==> config.mk <==
export PLATFORM = sky130hd
export DESIGN_NAME = tic_top
export DESIGN_NICKNAME = d
export VERILOG_FILES = /design/src/design/tic_edge_sync.v /design/src/design/tic_top.v
export VERILOG_INCLUDE_DIRS = /design/src /design/src/design
export SDC_FILE = /design/constraint.sdc
export NUM_CORES = 1
export LEC_CHECK = 0
export BUFFER_PORTS_ARGS = -buffer_cell sky130_fd_sc_hd__buf_4
export CORE_MARGIN = 3
export CORE_UTILIZATION = 26
export CTS_BUF_LIST = sky130_fd_sc_hd__clkbuf_4 sky130_fd_sc_hd__clkbuf_8 sky130_fd_sc_hd__clkbuf_16
export CTS_CLUSTER_DIAMETER = 30
export DETAILED_ROUTE_END_ITERATION = 8
export SLEW_MARGIN = 20
export SYNTH_ARGS = -nofsm -noshare
export SYNTH_HDL_FRONTEND = slang
export SYNTH_SLANG_ARGS = --single-unit
==> constraint.sdc <==
create_clock -name aclk -period 3 [get_ports aclk]
set_clock_uncertainty 0.05 [all_clocks]
set_input_delay 0.3 -clock aclk [delete_from_list [all_inputs] [get_ports aclk]]
set_output_delay 0.3 -clock aclk [all_outputs]
set_load 0.05 [all_outputs]
==> src/design/tic_map.vh <==
// register offsets, field positions and reset values of the input capture block
`ifndef TIC_MAP_VH
`define TIC_MAP_VH

// byte addresses, one aligned 32-bit word per register
`define TIC_OFF_CTRL1     8'h00
`define TIC_OFF_CTRL2     8'h04
`define TIC_OFF_STATUS    8'h08
`define TIC_OFF_CAP1_HI   8'h0c
`define TIC_OFF_CAP1_LO   8'h10
`define TIC_OFF_CAP2_HI   8'h14
`define TIC_OFF_CAP2_LO   8'h18
`define TIC_OFF_IRQ_STAT  8'h1c
`define TIC_OFF_IRQ_MASK  8'h20

// timer_control_one fields
`define TIC_C1_IRQ_EN     7
`define TIC_C1_OVF_EN     5
`define TIC_C1_EDGE1      1
// timer_control_two fields
`define TIC_C2_EDGE2      1
`define TIC_C2_PRE_LO     2
`define TIC_C2_PRE_HI     3
// timer_status_reg fields
`define TIC_SR_FLAG1      0
`define TIC_SR_FLAG2      1
`define TIC_SR_OVF        2
// interrupt status / mask fields
`define TIC_IRQ_CAP1      0
`define TIC_IRQ_CAP2      1
`define TIC_IRQ_OVF       2
`define TIC_IRQ_W         3

// reset values
`define TIC_RST_IRQ_MASK  3'h0
`define TIC_RST_CAP       16'h0000
`define TIC_RST_PRE       2'h0

// axi responses
`define TIC_RESP_OKAY     2'h0
`define TIC_RESP_SLVERR   2'h2

// cycles after reset before edge detection trusts the synchroniser
`define TIC_PRIME_CYCLES  2'h3

`endif

==> src/design/tic_edge_sync.v <==
// pin synchroniser with selectable edge detector for one capture channel
`include "tic_map.vh"

module tic_edge_sync (
  input  wire aclk,
  input  wire aresetn,
  input  wire capture_input_pin,
  input  wire capture_edge_select,
  output wire edge_pulse
);

  reg       sync_a;
  reg       sync_b;
  reg       prev;
  reg [1:0] prime;

  // two flops before any logic; prime blocks a false edge right after reset
  always @(posedge aclk) begin
    if (!aresetn) begin
      sync_a <= 1'b0;
      sync_b <= 1'b0;
      prev   <= 1'b0;
      prime  <= 2'h0;
    end else begin
      sync_a <= capture_input_pin;
      sync_b <= sync_a;
      prev   <= sync_b;
      if (prime != `TIC_PRIME_CYCLES)
        prime <= prime + 2'h1;
    end
  end

  // edge select 1 picks rising, 0 picks falling
  assign edge_pulse = (prime == `TIC_PRIME_CYCLES) &
                      (capture_edge_select ? (sync_b & ~prev) : (~sync_b & prev));

endmodule // tic_edge_sync

==> src/design/tic_top.v <==
// input capture part of a 16-bit timer with an axi4-lite register slave
`include "tic_map.vh"

////////////////////////////////////////////////////////////////////////////////
// How it works
// - two 16-bit capture registers copy the counter on an active pin edge
// - each capture reads as high and low byte; writes never change it
// - per channel an edge-select bit picks rising or falling edge
// - resolution is one counter count; two-bit prescale select drives the counter
// - channel 2 edge bit in control two; channel 1 and enable in control one
// - one capture interrupt enable covers both channels
// - active edge sets the channel flag and loads the counter value
// - interrupt raised when irq_status bit, enable and irq_mask bit set and cpu mask clear; else pending
// - flag clears after status read while set, then low byte access
// - high byte read blocks capture and flag until the low byte is read
// - capture register always holds the latest accepted capture value
// - both channels keep working while output compares are in use
// - in one-pulse or pwm mode only channel 2 captures
// - pins always feed the capture logic; high byte read masks them
// - counter overflow flag can raise an interrupt for longer measurements
// - one timer interrupt line per instance, no wake from halt
module tic_top (
  input  wire        aclk,
  input  wire        aresetn,
  input  wire [7:0]  s_axi_awaddr,
  input  wire        s_axi_awvalid,
  output reg         s_axi_awready,
  input  wire [31:0] s_axi_wdata,
  input  wire [3:0]  s_axi_wstrb,
  input  wire        s_axi_wvalid,
  output reg         s_axi_wready,
  output reg  [1:0]  s_axi_bresp,
  output reg         s_axi_bvalid,
  input  wire        s_axi_bready,
  input  wire [7:0]  s_axi_araddr,
  input  wire        s_axi_arvalid,
  output reg         s_axi_arready,
  output reg  [31:0] s_axi_rdata,
  output reg  [1:0]  s_axi_rresp,
  output reg         s_axi_rvalid,
  input  wire        s_axi_rready,
  input  wire        capture_input_pin1,
  input  wire        capture_input_pin2,
  input  wire [15:0] counter_value,
  input  wire        counter_overflow_flag,
  input  wire        one_pulse_mode,
  input  wire        pwm_mode,
  input  wire        cpu_irq_mask,
  output reg  [1:0]  timer_prescale_select,
  output reg         timer_irq
);

  //////////////////////////////////////////////////////////////////////////////
  // state

  reg                  capture_irq_enable;
  reg                  overflow_irq_enable;
  reg                  edge_sel1;
  reg                  edge_sel2;
  reg  [1:0]           capture_flag;
  reg  [1:0]           clear_armed;
  reg  [1:0]           read_lock;
  reg  [15:0]          capture_value [0:1];
  reg  [`TIC_IRQ_W-1:0] irq_status;
  reg  [`TIC_IRQ_W-1:0] irq_mask;
  reg                  overflow_prev;

  reg                  aw_held;
  reg                  w_held;
  reg  [7:0]           wr_addr;
  reg  [31:0]          wr_data;
  reg                  wr_lane0;

  reg  [31:0]          rd_word;
  reg                  rd_ok;
  reg                  wr_ok;

  wire [1:0]           edge_pulse;
  wire [1:0]           chan_enable;
  wire [1:0]           capture_hit;
  wire [1:0]           low_access;
  wire [1:0]           low_read;
  wire [1:0]           high_read;
  wire                 wr_fire;
  wire                 rd_fire;
  wire                 status_read;
  wire                 overflow_event;
  wire [`TIC_IRQ_W-1:0] irq_events;
  wire [`TIC_IRQ_W-1:0] irq_gate;
  wire [`TIC_IRQ_W-1:0] next_irq_status;
  wire                 next_timer_irq;

  integer              i;

  //////////////////////////////////////////////////////////////////////////////
  // pin synchronisers and edge detectors

  tic_edge_sync u_edge1 (
    .aclk                (aclk),
    .aresetn             (aresetn),
    .capture_input_pin   (capture_input_pin1),
    .capture_edge_select (edge_sel1),
    .edge_pulse          (edge_pulse[0])
  );

  tic_edge_sync u_edge2 (
    .aclk                (aclk),
    .aresetn             (aresetn),
    .capture_input_pin   (capture_input_pin2),
    .capture_edge_select (edge_sel2),
    .edge_pulse          (edge_pulse[1])
  );

  //////////////////////////////////////////////////////////////////////////////
  // access decode

  assign wr_fire = aw_held & w_held & ~s_axi_bvalid;
  assign rd_fire = s_axi_arvalid & s_axi_arready;

  assign status_read = rd_fire & (s_axi_araddr == `TIC_OFF_STATUS);

  assign high_read[0] = rd_fire & (s_axi_araddr == `TIC_OFF_CAP1_HI);
  assign high_read[1] = rd_fire & (s_axi_araddr == `TIC_OFF_CAP2_HI);
  assign low_read[0]  = rd_fire & (s_axi_araddr == `TIC_OFF_CAP1_LO);
  assign low_read[1]  = rd_fire & (s_axi_araddr == `TIC_OFF_CAP2_LO);

  // a write to the low byte stores nothing but still counts as the access
  assign low_access[0] = low_read[0] | (wr_fire & (wr_addr == `TIC_OFF_CAP1_LO));
  assign low_access[1] = low_read[1] | (wr_fire & (wr_addr == `TIC_OFF_CAP2_LO));

  //////////////////////////////////////////////////////////////////////////////
  // capture qualification

  // channel 1 borrows its compare resources in one-pulse and pwm modes
  assign chan_enable[0] = ~(one_pulse_mode | pwm_mode);
  // output compare use never gates capture, so channel 2 is always live
  assign chan_enable[1] = 1'b1;

  // pins feed capture even when driven as outputs; the lock masks them, and one-pulse or pwm mode masks channel 1
  assign capture_hit = edge_pulse & chan_enable & ~read_lock;

  //////////////////////////////////////////////////////////////////////////////
  // capture registers, flags and the two-step clear

  always @(posedge aclk) begin
    if (!aresetn) begin
      capture_flag <= 2'h0;
      clear_armed  <= 2'h0;
      read_lock    <= 2'h0;
      for (i = 0; i < 2; i = i + 1)
        capture_value[i] <= `TIC_RST_CAP;
    end else begin
      for (i = 0; i < 2; i = i + 1) begin
        // latest accepted edge always overwrites the previous value
        if (capture_hit[i])
          capture_value[i] <= counter_value;

        // a new capture wins over a clear in the same cycle
        if (capture_hit[i])
          capture_flag[i] <= 1'b1;
        else if (clear_armed[i] & low_access[i])
          capture_flag[i] <= 1'b0;

        if (low_access[i])
          clear_armed[i] <= 1'b0;
        else if (status_read & capture_flag[i])
          clear_armed[i] <= 1'b1;

        if (low_read[i])
          read_lock[i] <= 1'b0;
        else if (high_read[i])
          read_lock[i] <= 1'b1;
      end
    end
  end

  //////////////////////////////////////////////////////////////////////////////
  // interrupt status, mask and request

  assign overflow_event = counter_overflow_flag & ~overflow_prev;

  assign irq_events = {overflow_event, capture_hit[1], capture_hit[0]};

  // write one to clear; an event in the same cycle keeps the bit set
  assign next_irq_status =
    (irq_status & ~((wr_fire & wr_lane0 & (wr_addr == `TIC_OFF_IRQ_STAT)) ?
                    wr_data[`TIC_IRQ_W-1:0] : {`TIC_IRQ_W{1'b0}})) | irq_events;

  // one shared enable for both captures, its own enable for overflow
  assign irq_gate = {overflow_irq_enable, capture_irq_enable, capture_irq_enable};

  // request waits while the cpu mask is set and rises once it clears
  assign next_timer_irq = ~cpu_irq_mask & (|(irq_status & irq_mask & irq_gate));

  always @(posedge aclk) begin
    if (!aresetn) begin
      irq_status    <= {`TIC_IRQ_W{1'b0}};
      overflow_prev <= 1'b0;
      timer_irq     <= 1'b0;
    end else begin
      irq_status    <= next_irq_status;
      overflow_prev <= counter_overflow_flag;
      timer_irq     <= next_timer_irq;
    end
  end

  //////////////////////////////////////////////////////////////////////////////
  // control register writes

  always @(posedge aclk) begin
    if (!aresetn) begin
      capture_irq_enable    <= 1'b0;
      overflow_irq_enable   <= 1'b0;
      edge_sel1             <= 1'b0;
      edge_sel2             <= 1'b0;
      timer_prescale_select <= `TIC_RST_PRE;
      irq_mask              <= `TIC_RST_IRQ_MASK;
    end else if (wr_fire & wr_lane0) begin
      if (wr_addr == `TIC_OFF_CTRL1) begin
        capture_irq_enable  <= wr_data[`TIC_C1_IRQ_EN];
        overflow_irq_enable <= wr_data[`TIC_C1_OVF_EN];
        edge_sel1           <= wr_data[`TIC_C1_EDGE1];
      end else if (wr_addr == `TIC_OFF_CTRL2) begin
        edge_sel2             <= wr_data[`TIC_C2_EDGE2];
        timer_prescale_select <= wr_data[`TIC_C2_PRE_HI:`TIC_C2_PRE_LO];
      end else if (wr_addr == `TIC_OFF_IRQ_MASK) begin
        irq_mask <= wr_data[`TIC_IRQ_W-1:0];
      end
    end
  end

  //////////////////////////////////////////////////////////////////////////////
  // address check for writes

  // capture bytes accept the write without storing it, so they answer okay
  always @* begin
    wr_ok = 1'b1;
    if (wr_addr == `TIC_OFF_CTRL1)
      wr_ok = 1'b1;
    else if (wr_addr == `TIC_OFF_CTRL2)
      wr_ok = 1'b1;
    else if (wr_addr == `TIC_OFF_STATUS)
      wr_ok = 1'b1;
    else if (wr_addr == `TIC_OFF_CAP1_HI || wr_addr == `TIC_OFF_CAP1_LO)
      wr_ok = 1'b1;
    else if (wr_addr == `TIC_OFF_CAP2_HI || wr_addr == `TIC_OFF_CAP2_LO)
      wr_ok = 1'b1;
    else if (wr_addr == `TIC_OFF_IRQ_STAT || wr_addr == `TIC_OFF_IRQ_MASK)
      wr_ok = 1'b1;
    else
      wr_ok = 1'b0;
  end

  //////////////////////////////////////////////////////////////////////////////
  // read data selection

  always @* begin
    rd_word = 32'h0000_0000;
    rd_ok   = 1'b1;
    if (s_axi_araddr == `TIC_OFF_CTRL1) begin
      rd_word[`TIC_C1_IRQ_EN] = capture_irq_enable;
      rd_word[`TIC_C1_OVF_EN] = overflow_irq_enable;
      rd_word[`TIC_C1_EDGE1]  = edge_sel1;
    end else if (s_axi_araddr == `TIC_OFF_CTRL2) begin
      rd_word[`TIC_C2_EDGE2]                = edge_sel2;
      rd_word[`TIC_C2_PRE_HI:`TIC_C2_PRE_LO] = timer_prescale_select;
    end else if (s_axi_araddr == `TIC_OFF_STATUS) begin
      rd_word[`TIC_SR_FLAG1] = capture_flag[0];
      rd_word[`TIC_SR_FLAG2] = capture_flag[1];
      rd_word[`TIC_SR_OVF]   = counter_overflow_flag;
    end else if (s_axi_araddr == `TIC_OFF_CAP1_HI) begin
      rd_word[7:0] = capture_value[0][15:8];
    end else if (s_axi_araddr == `TIC_OFF_CAP1_LO) begin
      rd_word[7:0] = capture_value[0][7:0];
    end else if (s_axi_araddr == `TIC_OFF_CAP2_HI) begin
      rd_word[7:0] = capture_value[1][15:8];
    end else if (s_axi_araddr == `TIC_OFF_CAP2_LO) begin
      rd_word[7:0] = capture_value[1][7:0];
    end else if (s_axi_araddr == `TIC_OFF_IRQ_STAT) begin
      rd_word[`TIC_IRQ_W-1:0] = irq_status;
    end else if (s_axi_araddr == `TIC_OFF_IRQ_MASK) begin
      rd_word[`TIC_IRQ_W-1:0] = irq_mask;
    end else begin
      rd_ok = 1'b0;
    end
  end

  //////////////////////////////////////////////////////////////////////////////
  // axi4-lite write channels

  // address and data are taken in either order and held until both are in
  always @(posedge aclk) begin
    if (!aresetn) begin
      s_axi_awready <= 1'b1;
      s_axi_wready  <= 1'b1;
      s_axi_bvalid  <= 1'b0;
      s_axi_bresp   <= `TIC_RESP_OKAY;
      aw_held       <= 1'b0;
      w_held        <= 1'b0;
      wr_addr       <= 8'h00;
      wr_data       <= 32'h0000_0000;
      wr_lane0      <= 1'b0;
    end else begin
      if (s_axi_awvalid & s_axi_awready) begin
        aw_held       <= 1'b1;
        wr_addr       <= s_axi_awaddr;
        s_axi_awready <= 1'b0;
      end
      if (s_axi_wvalid & s_axi_wready) begin
        w_held       <= 1'b1;
        wr_data      <= s_axi_wdata;
        wr_lane0     <= s_axi_wstrb[0];
        s_axi_wready <= 1'b0;
      end
      if (wr_fire) begin
        aw_held      <= 1'b0;
        w_held       <= 1'b0;
        s_axi_bvalid <= 1'b1;
        s_axi_bresp  <= wr_ok ? `TIC_RESP_OKAY : `TIC_RESP_SLVERR;
      end
      // reopen both channels only once the response is taken
      if (s_axi_bvalid & s_axi_bready) begin
        s_axi_bvalid  <= 1'b0;
        s_axi_awready <= 1'b1;
        s_axi_wready  <= 1'b1;
      end
    end
  end

  //////////////////////////////////////////////////////////////////////////////
  // axi4-lite read channels

  // reads have side effects, so a read is taken once and answered once
  always @(posedge aclk) begin
    if (!aresetn) begin
      s_axi_arready <= 1'b1;
      s_axi_rvalid  <= 1'b0;
      s_axi_rdata   <= 32'h0000_0000;
      s_axi_rresp   <= `TIC_RESP_OKAY;
    end else begin
      if (rd_fire) begin
        s_axi_arready <= 1'b0;
        s_axi_rvalid  <= 1'b1;
        s_axi_rdata   <= rd_word;
        s_axi_rresp   <= rd_ok ? `TIC_RESP_OKAY : `TIC_RESP_SLVERR;
      end
      if (s_axi_rvalid & s_axi_rready) begin
        s_axi_rvalid  <= 1'b0;
        s_axi_arready <= 1'b1;
      end
    end
  end

endmodule // tic_top

### Word-level counts from Yosys, hierarchy flattened

Memories as Yosys holds them, arrays and structs flattened.
Index checks and enable logic that the tools add are counted.

* shift-type cells: 0
* mux-type cells: 51
* divide/modulo/power cells: 0
* $lt $le $gt $ge: 0
* bitwise gates (word level): 52
* reductions and logical operators: 18
* $add $sub $neg: 2
* $mul: 0
* eq/ne operators: 20

Operators by type and width (count)
* 8-bit by 5-bit == test with 1-bit output, second input constant: 8
* 1-bit 2-to-1 mux: 34
* 8-bit by 4-bit == test with 1-bit output, second input constant: 4
* 16-bit 2-to-1 mux: 2
* 1-bit AND: 28
* 8-bit 2-to-1 mux: 3
* 3-bit 2-to-1 mux: 7
* 8-bit by 3-bit == test with 1-bit output, second input constant: 2
* 8-bit by 6-bit == test with 1-bit output, second input constant: 2
* 8-bit zero test: 2
* 2-bit OR reduction: 7
* 1-bit inverter: 11
* 5-bit 2-to-1 mux: 2
* 3-bit AND: 3
* 1-bit bitwise OR: 5
* 2-bit by 1-bit adder with 2-bit output, second input constant: 2
* 2-bit AND: 2
* 2-bit == test, second input constant: 2
* 2-bit 2-to-1 mux: 2
* 4-bit 2-to-1 mux: 1
* 2-bit inequality test, second input constant: 2
* 4-bit AND reduction: 1
* 2-bit nonzero test: 2
* 1-bit logical OR: 3
* 6 further kinds: 6

* memories: 1
* register bits: 66
* bits in latches: 0
* bits in read-only memories: 0
* output and inout bits: 44
* RAM bits: 32

Memories
* capture_value: depth 2, bits a word 16, rd ports 2, clocked after Yosys merged registers in 0, wr ports 2, line tic_top.v:63 `reg [15:0] capture_value [0:1];`

### Depth between registers and ports, before layout

Gate-level depths: netlist of the first run.

* word-level depth: 11
* mapped depth: 7

### Cells and area by module

A second synthesis of the first run with hierarchy kept.

* cells, all modules: 434
* area total of the unflattened synthesis: 4314.1 um2

Modules (own cells, without submodules)
* tic_top: times used 1, area an instance 3941.3 um2, cells an instance 402
* tic_edge_sync: times used 2, area an instance 186.4 um2, cells an instance 16

### Worst setup path before layout of the first run

No wires, ideal clock.

* kind: register -> register
* from: register wr_addr[0]
* to: register capture_flag[0]
* stages on the path, launching flop included: 6
* data arrival time: 1.826 ns
* data required time: 2.834 ns
* clock period less this slack: 1.991 ns
* setup slack: 1.009 ns
* setup time: 0.116 ns
* path buffers: 0
* path through: dfxtp_1 -> or4_4 -> or4_4 -> nor3b_2 -> o21ai_1 -> a31o_1

* word-level cells in the longest chain between the ends: 5

RTL lines
* start, declared: line tic_top.v:70 `reg [7:0] wr_addr;`
* start signal, assigned: line tic_top.v:306 `wr_addr <= s_axi_awaddr;`
* 8-bit by 5-bit == test with 1-bit output (no source line)
* 1-bit AND: line tic_top.v:128 `` assign low_access[0] = low_read[0] | (wr_fire & (wr_addr == `TIC_OFF_CAP1_LO)); ``
* 1-bit bitwise OR: line tic_top.v:128
* 1-bit AND: line tic_top.v:161 `else if (clear_armed[i] & low_access[i])`
* 2-bit nonzero test (no source line)
* end signal, assigned: line tic_top.v:147 `capture_flag <= 2'h0;`
* end signal, assigned by index: line tic_top.v:160 `capture_flag[i] <= 1'b1;`
* end signal, assigned by index: line tic_top.v:162 `capture_flag[i] <= 1'b0;`
* end, declared: line tic_top.v:60 `reg [1:0] capture_flag;`

Every way passes these cells.
A chain may end at the register's enable or synchronous reset.

### Worst setup path in the final report of the first run

* from: register wr_addr[0]
* to: register edge_sel1

* word-level cells in the longest chain between the ends: 2

RTL lines
* 8-bit zero test (no source line)
* 2-bit AND reduction (no source line)
* end signal, assigned: line tic_top.v:222 `` edge_sel1 <= wr_data[`TIC_C1_EDGE1]; ``
* end, declared: line tic_top.v:58 `reg edge_sel1;`

Every way passes these cells.

==> impl_metrics.json, run 1 <==
{
  "outcome": "finished, final reports clean",
  "cp_max_fo": 4,
  "gr-total-overflow": 0,
  "track_usage_pct": 11.8,
  "ys_ff_latch": 94,
  "startpoint": "wr_addr[0]",
  "synth_top_area_share_pct": 29.3,
  "drt_iter0_drc": 279,
  "postCtsSetupBuffers": 0,
  "multiInputGateArea_mm2": 0.00179,
  "clockRootBuffer": "clkbuf_16",
  "dp_slack_ns": 0.558,
  "synthTopCellsByArea": "dfxtp_1 29%, edfxtp_1 23%, buf_4 4.6%",
  "cp.required_ns": 3.17,
  "rsz0062_at_grt": "false",
  "seq_area_frac_synth_pct": 51.9,
  "fmax_mhz": 477,
  "rows": 46,
  "critPathKind": "reg -> reg",
  "insertedDiodeCount": 0,
  "path_delay_family": "simple AND/OR/NAND/NOR gates",
  "synthFlopType": "dfxtp_1",
  "synth_edf_count": 32,
  "ff2ff_setup_slack_ns": 0.90,
  "crit_chain": "or4_4 > or4_4 > nor3_4 > mux2i_1 > nor2_1",
  "place_congestion": 0.836,
  "antenna_found_initial": 0,
  "vdd_drop_max_mv": 0.367,
  "syn_area_mm2": 0.00424,
  "cts_tree": "yes",
  "fillers": 1667,
  "drive_gt1_share_pct": 19.7,
  "drt-total-wl_um": 10400,
  "hold_viol_final": 0,
  "clk_pin_slew_ns": 0.07,
  "power_frac_seq_pct": 49.3,
  "start_util_pct": 26.6,
  "dieWidth_um": 134,
  "maxCapViolCount": 0,
  "cts_hold_buffers": 0,
  "crit_slowest_cell": "or4_4",
  "p_switching_uw": 755,
  "layout.nets": 575,
  "arrival_ns": 2.27,
  "worstReg2RegEnd": "edge_sel1",
  "slew_headroom_pct": 51.0,
  "finalCritPeriodShare_pct": 69.9,
  "hold_depth": 2,
  "io_pins": 125,
  "drtPass1Iterations": 4,
  "clockPowerShare_pct": 38.5,
  "final.setup.tns_ns": 0,
  "crit_path_end": "edge_sel1",
  "core-area_mm2": 0.0159,
  "clock-sinks": 94,
  "io_buffer_count": 69,
  "period_minus_slack_ns": 2.10,
  "path_depth": 5,
  "wl_per_cell_um": 14.6,
  "insertion_delay_ns": 0.35,
  "setup_viol_count_final": 0,
  "dieArea_mm2": 0.0179,
  "die_y_um": 134,
  "grt_pass1_vias": 3166,
  "power_leakage_nw": 2.00,
  "r2r_start": "wr_addr[0]",
  "power_density_mw_per_mm2": 559,
  "netlist_instances": 435,
  "grt_max_degree": 45,
  "critPathMaxStageDelay_ns": 0.55,
  "synth-async-reset-ratio_pct": 0,
  "comb_power_share_pct": 12.2,
  "path_common_cell": "or4_4",
  "via_per_inst": 4.59,
  "startpoint_type": "flip-flop",
  "areaGrowthSynthToFinish_pct": 20.9,
  "route.detailed.drc": 0,
  "hp-class": "in -> reg",
  "synth.largest_area_cell": "dfxtp_1",
  "cp-end-kind": "flip-flop",
  "ctsResizeCount": 0,
  "cts_made_buffers": 9,
  "ff2ff_path_depth": 5,
  "internal_power_mw": 2.11,
  "clockBufferDepth": 2,
  "via_count": 3270,
  "worst_pin_slew_ns": 0.733,
  "avgSynthCellArea_um2": 9.75,
  "grt_pass1_wl_um": 16600,
  "cp.buffers_inverters": 0,
  "regArea_mm2": 0.00220,
  "synth_cell_types": 57,
  "drv_slew": 0,
  "h-tree-depth": 3,
  "ant_nets": 0,
  "p_sw_share_pct": 26.4,
  "layout_setup_ws_ns": 0.904,
  "ys_warn_count": 0,
  "dp_hpwl_um": 7700
}
[power by group through the flow]
stage	Combinational (mW)	Sequential, mW	Clock (mW)
final	0.350	1.41	1.10
after floorplan	0.245	1.46	0
after global routing	0.382	1.42	1.18
after CTS	0.353	1.41	1.13
after detailed placement	0.352	1.44	0
after global placement	0.346	1.44	0
[routing by layer]
layer	share of wire, %	wire length [um]	vias up	global-route usage, %
met5	0	0	-	0
met4	1.7	174	0	3.37
met3	6.0	622	17	3.97
met2	46	4760	110	18.4
met1	47	4840	1530	15.7
li1	-	-	1613	-
[synthesized netlist by cell type, types with 13 or more instances]
cell and instances:
a21oi_1 36, and2_1 26, buf_4 26, clkbuf_1 21
dfxtp_1 62, edfxtp_1 32, inv_1 13, mux2i_1 13
nand2_1 36, nand3_1 25, nor2_1 25, o21ai_0 18
[per-stage QoR]
| step | hold slack [ns] | utilization [%] | power [mW] | area [um^2] | instances |
|---|---|---|---|---|---|
| 3_5_place_dp | 0.373 | 30.3 | 1.79 | 4830 | 697 |
| 5_1_grt | 0.0584 | 32.2 | 2.98 | 5130 | 713 |
| 3_3_place_gp | 0.376 | 30.3 | 1.78 | 4830 | 697 |
| 6_report | 0.0610 | 32.2 | 2.86 | 5130 | 713 |
| 4_1_cts | 0.0469 | 32.1 | 2.89 | 5120 | 713 |
| 2_1_floorplan | 0.327 | - | 1.70 | 4340 | 460 |
[cells in the final DEF (no fill, tap or decap), types with 14 or more instances in the layout]
cell      netlist  routed
nand3_1        25      25
and2_1         26      26
a21oi_1        36      35
conb_1          1      26
inv_1          13      14
nand2_1        36      36
nor2_1         25      25
buf_4          26      70
edfxtp_1       32      32
o21ai_0        18      18
dfxtp_1        62      62
[how the worst min path moves through the flow]
stage / end / startpoint
after floorplan: timer_irq / cpu_irq_mask
after CTS: timer_irq / cpu_irq_mask
final: timer_irq / cpu_irq_mask
after global routing: timer_irq / cpu_irq_mask
after detailed placement: u_edge2.sync_b / u_edge2.sync_a
after global placement: u_edge1.sync_b / u_edge1.sync_a
[layout make-up]
| class | instances | share of cell area, % |
|---|---|---|
| flip-flops and latches | 94 | 42.9 |
| multi-input cells | 303 | 34.8 |
| repair buffers | 70 | 10.2 |
| well taps | 216 | 5.27 |
| clock buffers | 11 | 5.03 |
| inverters | 14 | 1.02 |
| clock inverters | 5 | 0.634 |
[registers in the layout (all words and copies together) (netlist names), 2 cells and up]
| name | cells |
|---|---|
| capture_value | 32 |
| s_axi_rdata | 8 |
| wr_addr | 8 |
| wr_data | 6 |
| irq_mask | 3 |
| irq_status | 3 |
| capture_flag | 2 |
| clear_armed | 2 |
| read_lock | 2 |
| timer_prescale_select | 2 |
| u_edge1.prime | 2 |
| u_edge2.prime | 2 |
[logic make-up after synthesis]
group,after synthesis,share of synthesized area [%]
mux,16,3.86
other cells,1,0.0884
simple gates,164,21.3
flops,94,51.9
compound gates,93,13.6
xor+xnor,2,0.413
fa+ha+maj,2,0.590
buf+inv,63,8.26
(Power assumes the default switching activity.)
==> inputs of run 2 (changes only) <==
- clock period: 3 -> 2 ns (I/O delays scaled with it)
==> run 2 against run 1 <==
Critical path depth is the same; clock power rose by 60%; sequential power increased by 50%; global-route usage about the same; register-to-register slack worse by 0.90 ns; worst hold slack got worse by 0.047 ns; power grew 55%; first-iteration DRC count shrank 27%; wire length is 0.67% lower; sequential cell count did not move; non-clock buffer count is 14 higher.
==> impl_metrics.json, run 2 (synthesis results as in run 1) <==
{
  "outcome": "finished, final reports clean",
  "p_switching_mw": 1.11,
  "fmax_mhz": 501,
  "arrival_ns": 2.18,
  "rsz0062_at_grt": "true",
  "cp_max_fo": 3,
  "clk_pin_slew_ns": 0.06,
  "track_usage_pct": 11.8,
  "gr-total-overflow": 0,
  "cp.required_ns": 2.18,
  "wl_per_cell_um": 14.2,
  "drive_gt1_share_pct": 22.5,
  "core-area_mm2": 0.0159,
  "insertedDiodeCount": 0,
  "crit_slowest_cell": "or4_4",
  "p_sw_share_pct": 25.0,
  "regMostFlops": "capture_value",
  "power_mw": 4.44,
  "internal_power_mw": 3.33,
  "setup_viol_count_final": 0,
  "io_pins": 125,
  "finalCritPeriodShare_pct": 99.7,
  "cp.buffers_inverters": 0,
  "period_minus_slack_ns": 1.99,
  "via_count": 3283,
  "largest_reg_flops": 32,
  "dieWidth_um": 134,
  "grt_pass1_wl_um": 16700,
  "hold_ws_ns": 0.0138,
  "slew_headroom_pct": 58.6,
  "dp_slack_ns": -0.0594,
  "antenna_found_initial": 0,
  "io_buffer_count": 69,
  "dp_hpwl_um": 7750,
  "drtPass1Iterations": 4,
  "layout.nets": 589,
  "final_cell_mix": "81 x buf_4, 61 x dfxtp_1, 36 x nand2_1, 36 x a21oi_1, 32 x edfxtp_1",
  "power_frac_seq_pct": 47.8,
  "vdd_drop_max_mv": 0.433,
  "mostFrequentLayoutCell": "buf_4",
  "h-tree-depth": 3,
  "dieArea_mm2": 0.0179,
  "rows": 46,
  "power_density_mw_per_mm2": 836,
  "ant_nets": 0,
  "startpoint_type": "flip-flop",
  "reg.largest.list": "capture_value (32), s_axi_rdata (8), wr_addr (8)",
  "clock-sinks": 94,
  "areaGrowthSynthToFinish_pct": 25.2,
  "start_util_pct": 26.6,
  "die_y_um": 134,
  "cp-end-kind": "flip-flop",
  "crit_chain": "or4_4 > or4_4 > nor3_4 > mux2i_1 > nor2_1",
  "via_per_inst": 4.52,
  "critPathMaxStageDelay_ns": 0.53,
  "route.detailed.drc": 0,
  "clockRootBuffer": "clkbuf_16",
  "hp-class": "in -> reg",
  "grt_max_degree": 45,
  "grt_pass1_vias": 3229,
  "cts_made_buffers": 9,
  "critPathKind": "reg -> reg",
  "layout_setup_ws_ns": 0.00512,
  "drv_slew": 0,
  "insertion_delay_ns": 0.34,
  "power_leakage_nw": 2.09,
  "maxCapViolCount": 0,
  "drt-total-wl_um": 10300,
  "path_common_cell": "or4_4",
  "clockPowerShare_pct": 39.8,
  "comb_power_share_pct": 12.5,
  "postCtsSetupBuffers": 0,
  "place_congestion": 0.851,
  "cts_tree": "yes",
  "hold_viol_final": 0,
  "path_delay_family": "simple AND/OR/NAND/NOR gates",
  "drt_iter0_drc": 204,
  "clockBufferDepth": 2,
  "worst_pin_slew_ns": 0.621
}
-- run 2: repair_timing --
| action | 4_1_cts | 5_1_grt |
|---|---|---|
| setup endpoints to repair | 7 | 45 |
| pin swaps | 1 | 5 |
| hold buffers | 1 | 0 |
| hold endpoints to repair | 1 | 0 |
| resized for setup | 1 | 6 |
-- run 2: area by class of cell --
type / instances / area (um^2)
Fill cell: 1666 / 10600
Sequential cell: 94 / 2200
Multi-Input combinational cell: 303 / 1810
Timing Repair Buffer: 84 / 658
Clock buffer: 15 / 312
Tap cell: 216 / 270
Inverter: 14 / 52.6
Clock inverter: 1 / 8.76
-- run 2: power groups by stage --
stage               Sequential, mW  Combinational (mW)  Clock [mW]
floorplan                     2.19               0.368           0
global placement              2.15               0.537           0
detailed placement            2.16               0.549           0
CTS                           2.12               0.555        1.81
global route                  2.13               0.605        1.90
finish                        2.12               0.553        1.76
-- run 2: routing by layer --
| layer | up-vias | global-route usage [%] | routed length [um] |
|---|---|---|---|
| li1 | 1644 | - | - |
| met1 | 1505 | 15.7 | 4650 |
| met3 | 15 | 3.17 | 713 |
| met4 | 0 | 3.37 | 158 |
| met2 | 119 | 18.9 | 4800 |
| met5 | - | 0 | 0 |
-- run 2: final timing paths --
check	from	to	slack [ns]	cells after the start
max reg2reg	wr_addr[0]	edge_sel1	0.005	5
min reg2reg	u_edge1.sync_a	u_edge1.sync_b	0.39	1
max	wr_addr[0]	edge_sel1	0.005	5
min	capture_input_pin2	u_edge2.sync_a	0.01	2
-- run 2: per-stage QoR --
stage	area (um^2)	utilization [%]	setup TNS (ns)	instances
detailed placement	4960	31.1	-0.220	710
floorplan	4340	-	0	460
global route	5310	33.3	-0.592	727
finish	5310	33.3	0	727
global placement	4960	31.1	-0.0938	710
CTS	5290	33.2	-0.000815	727
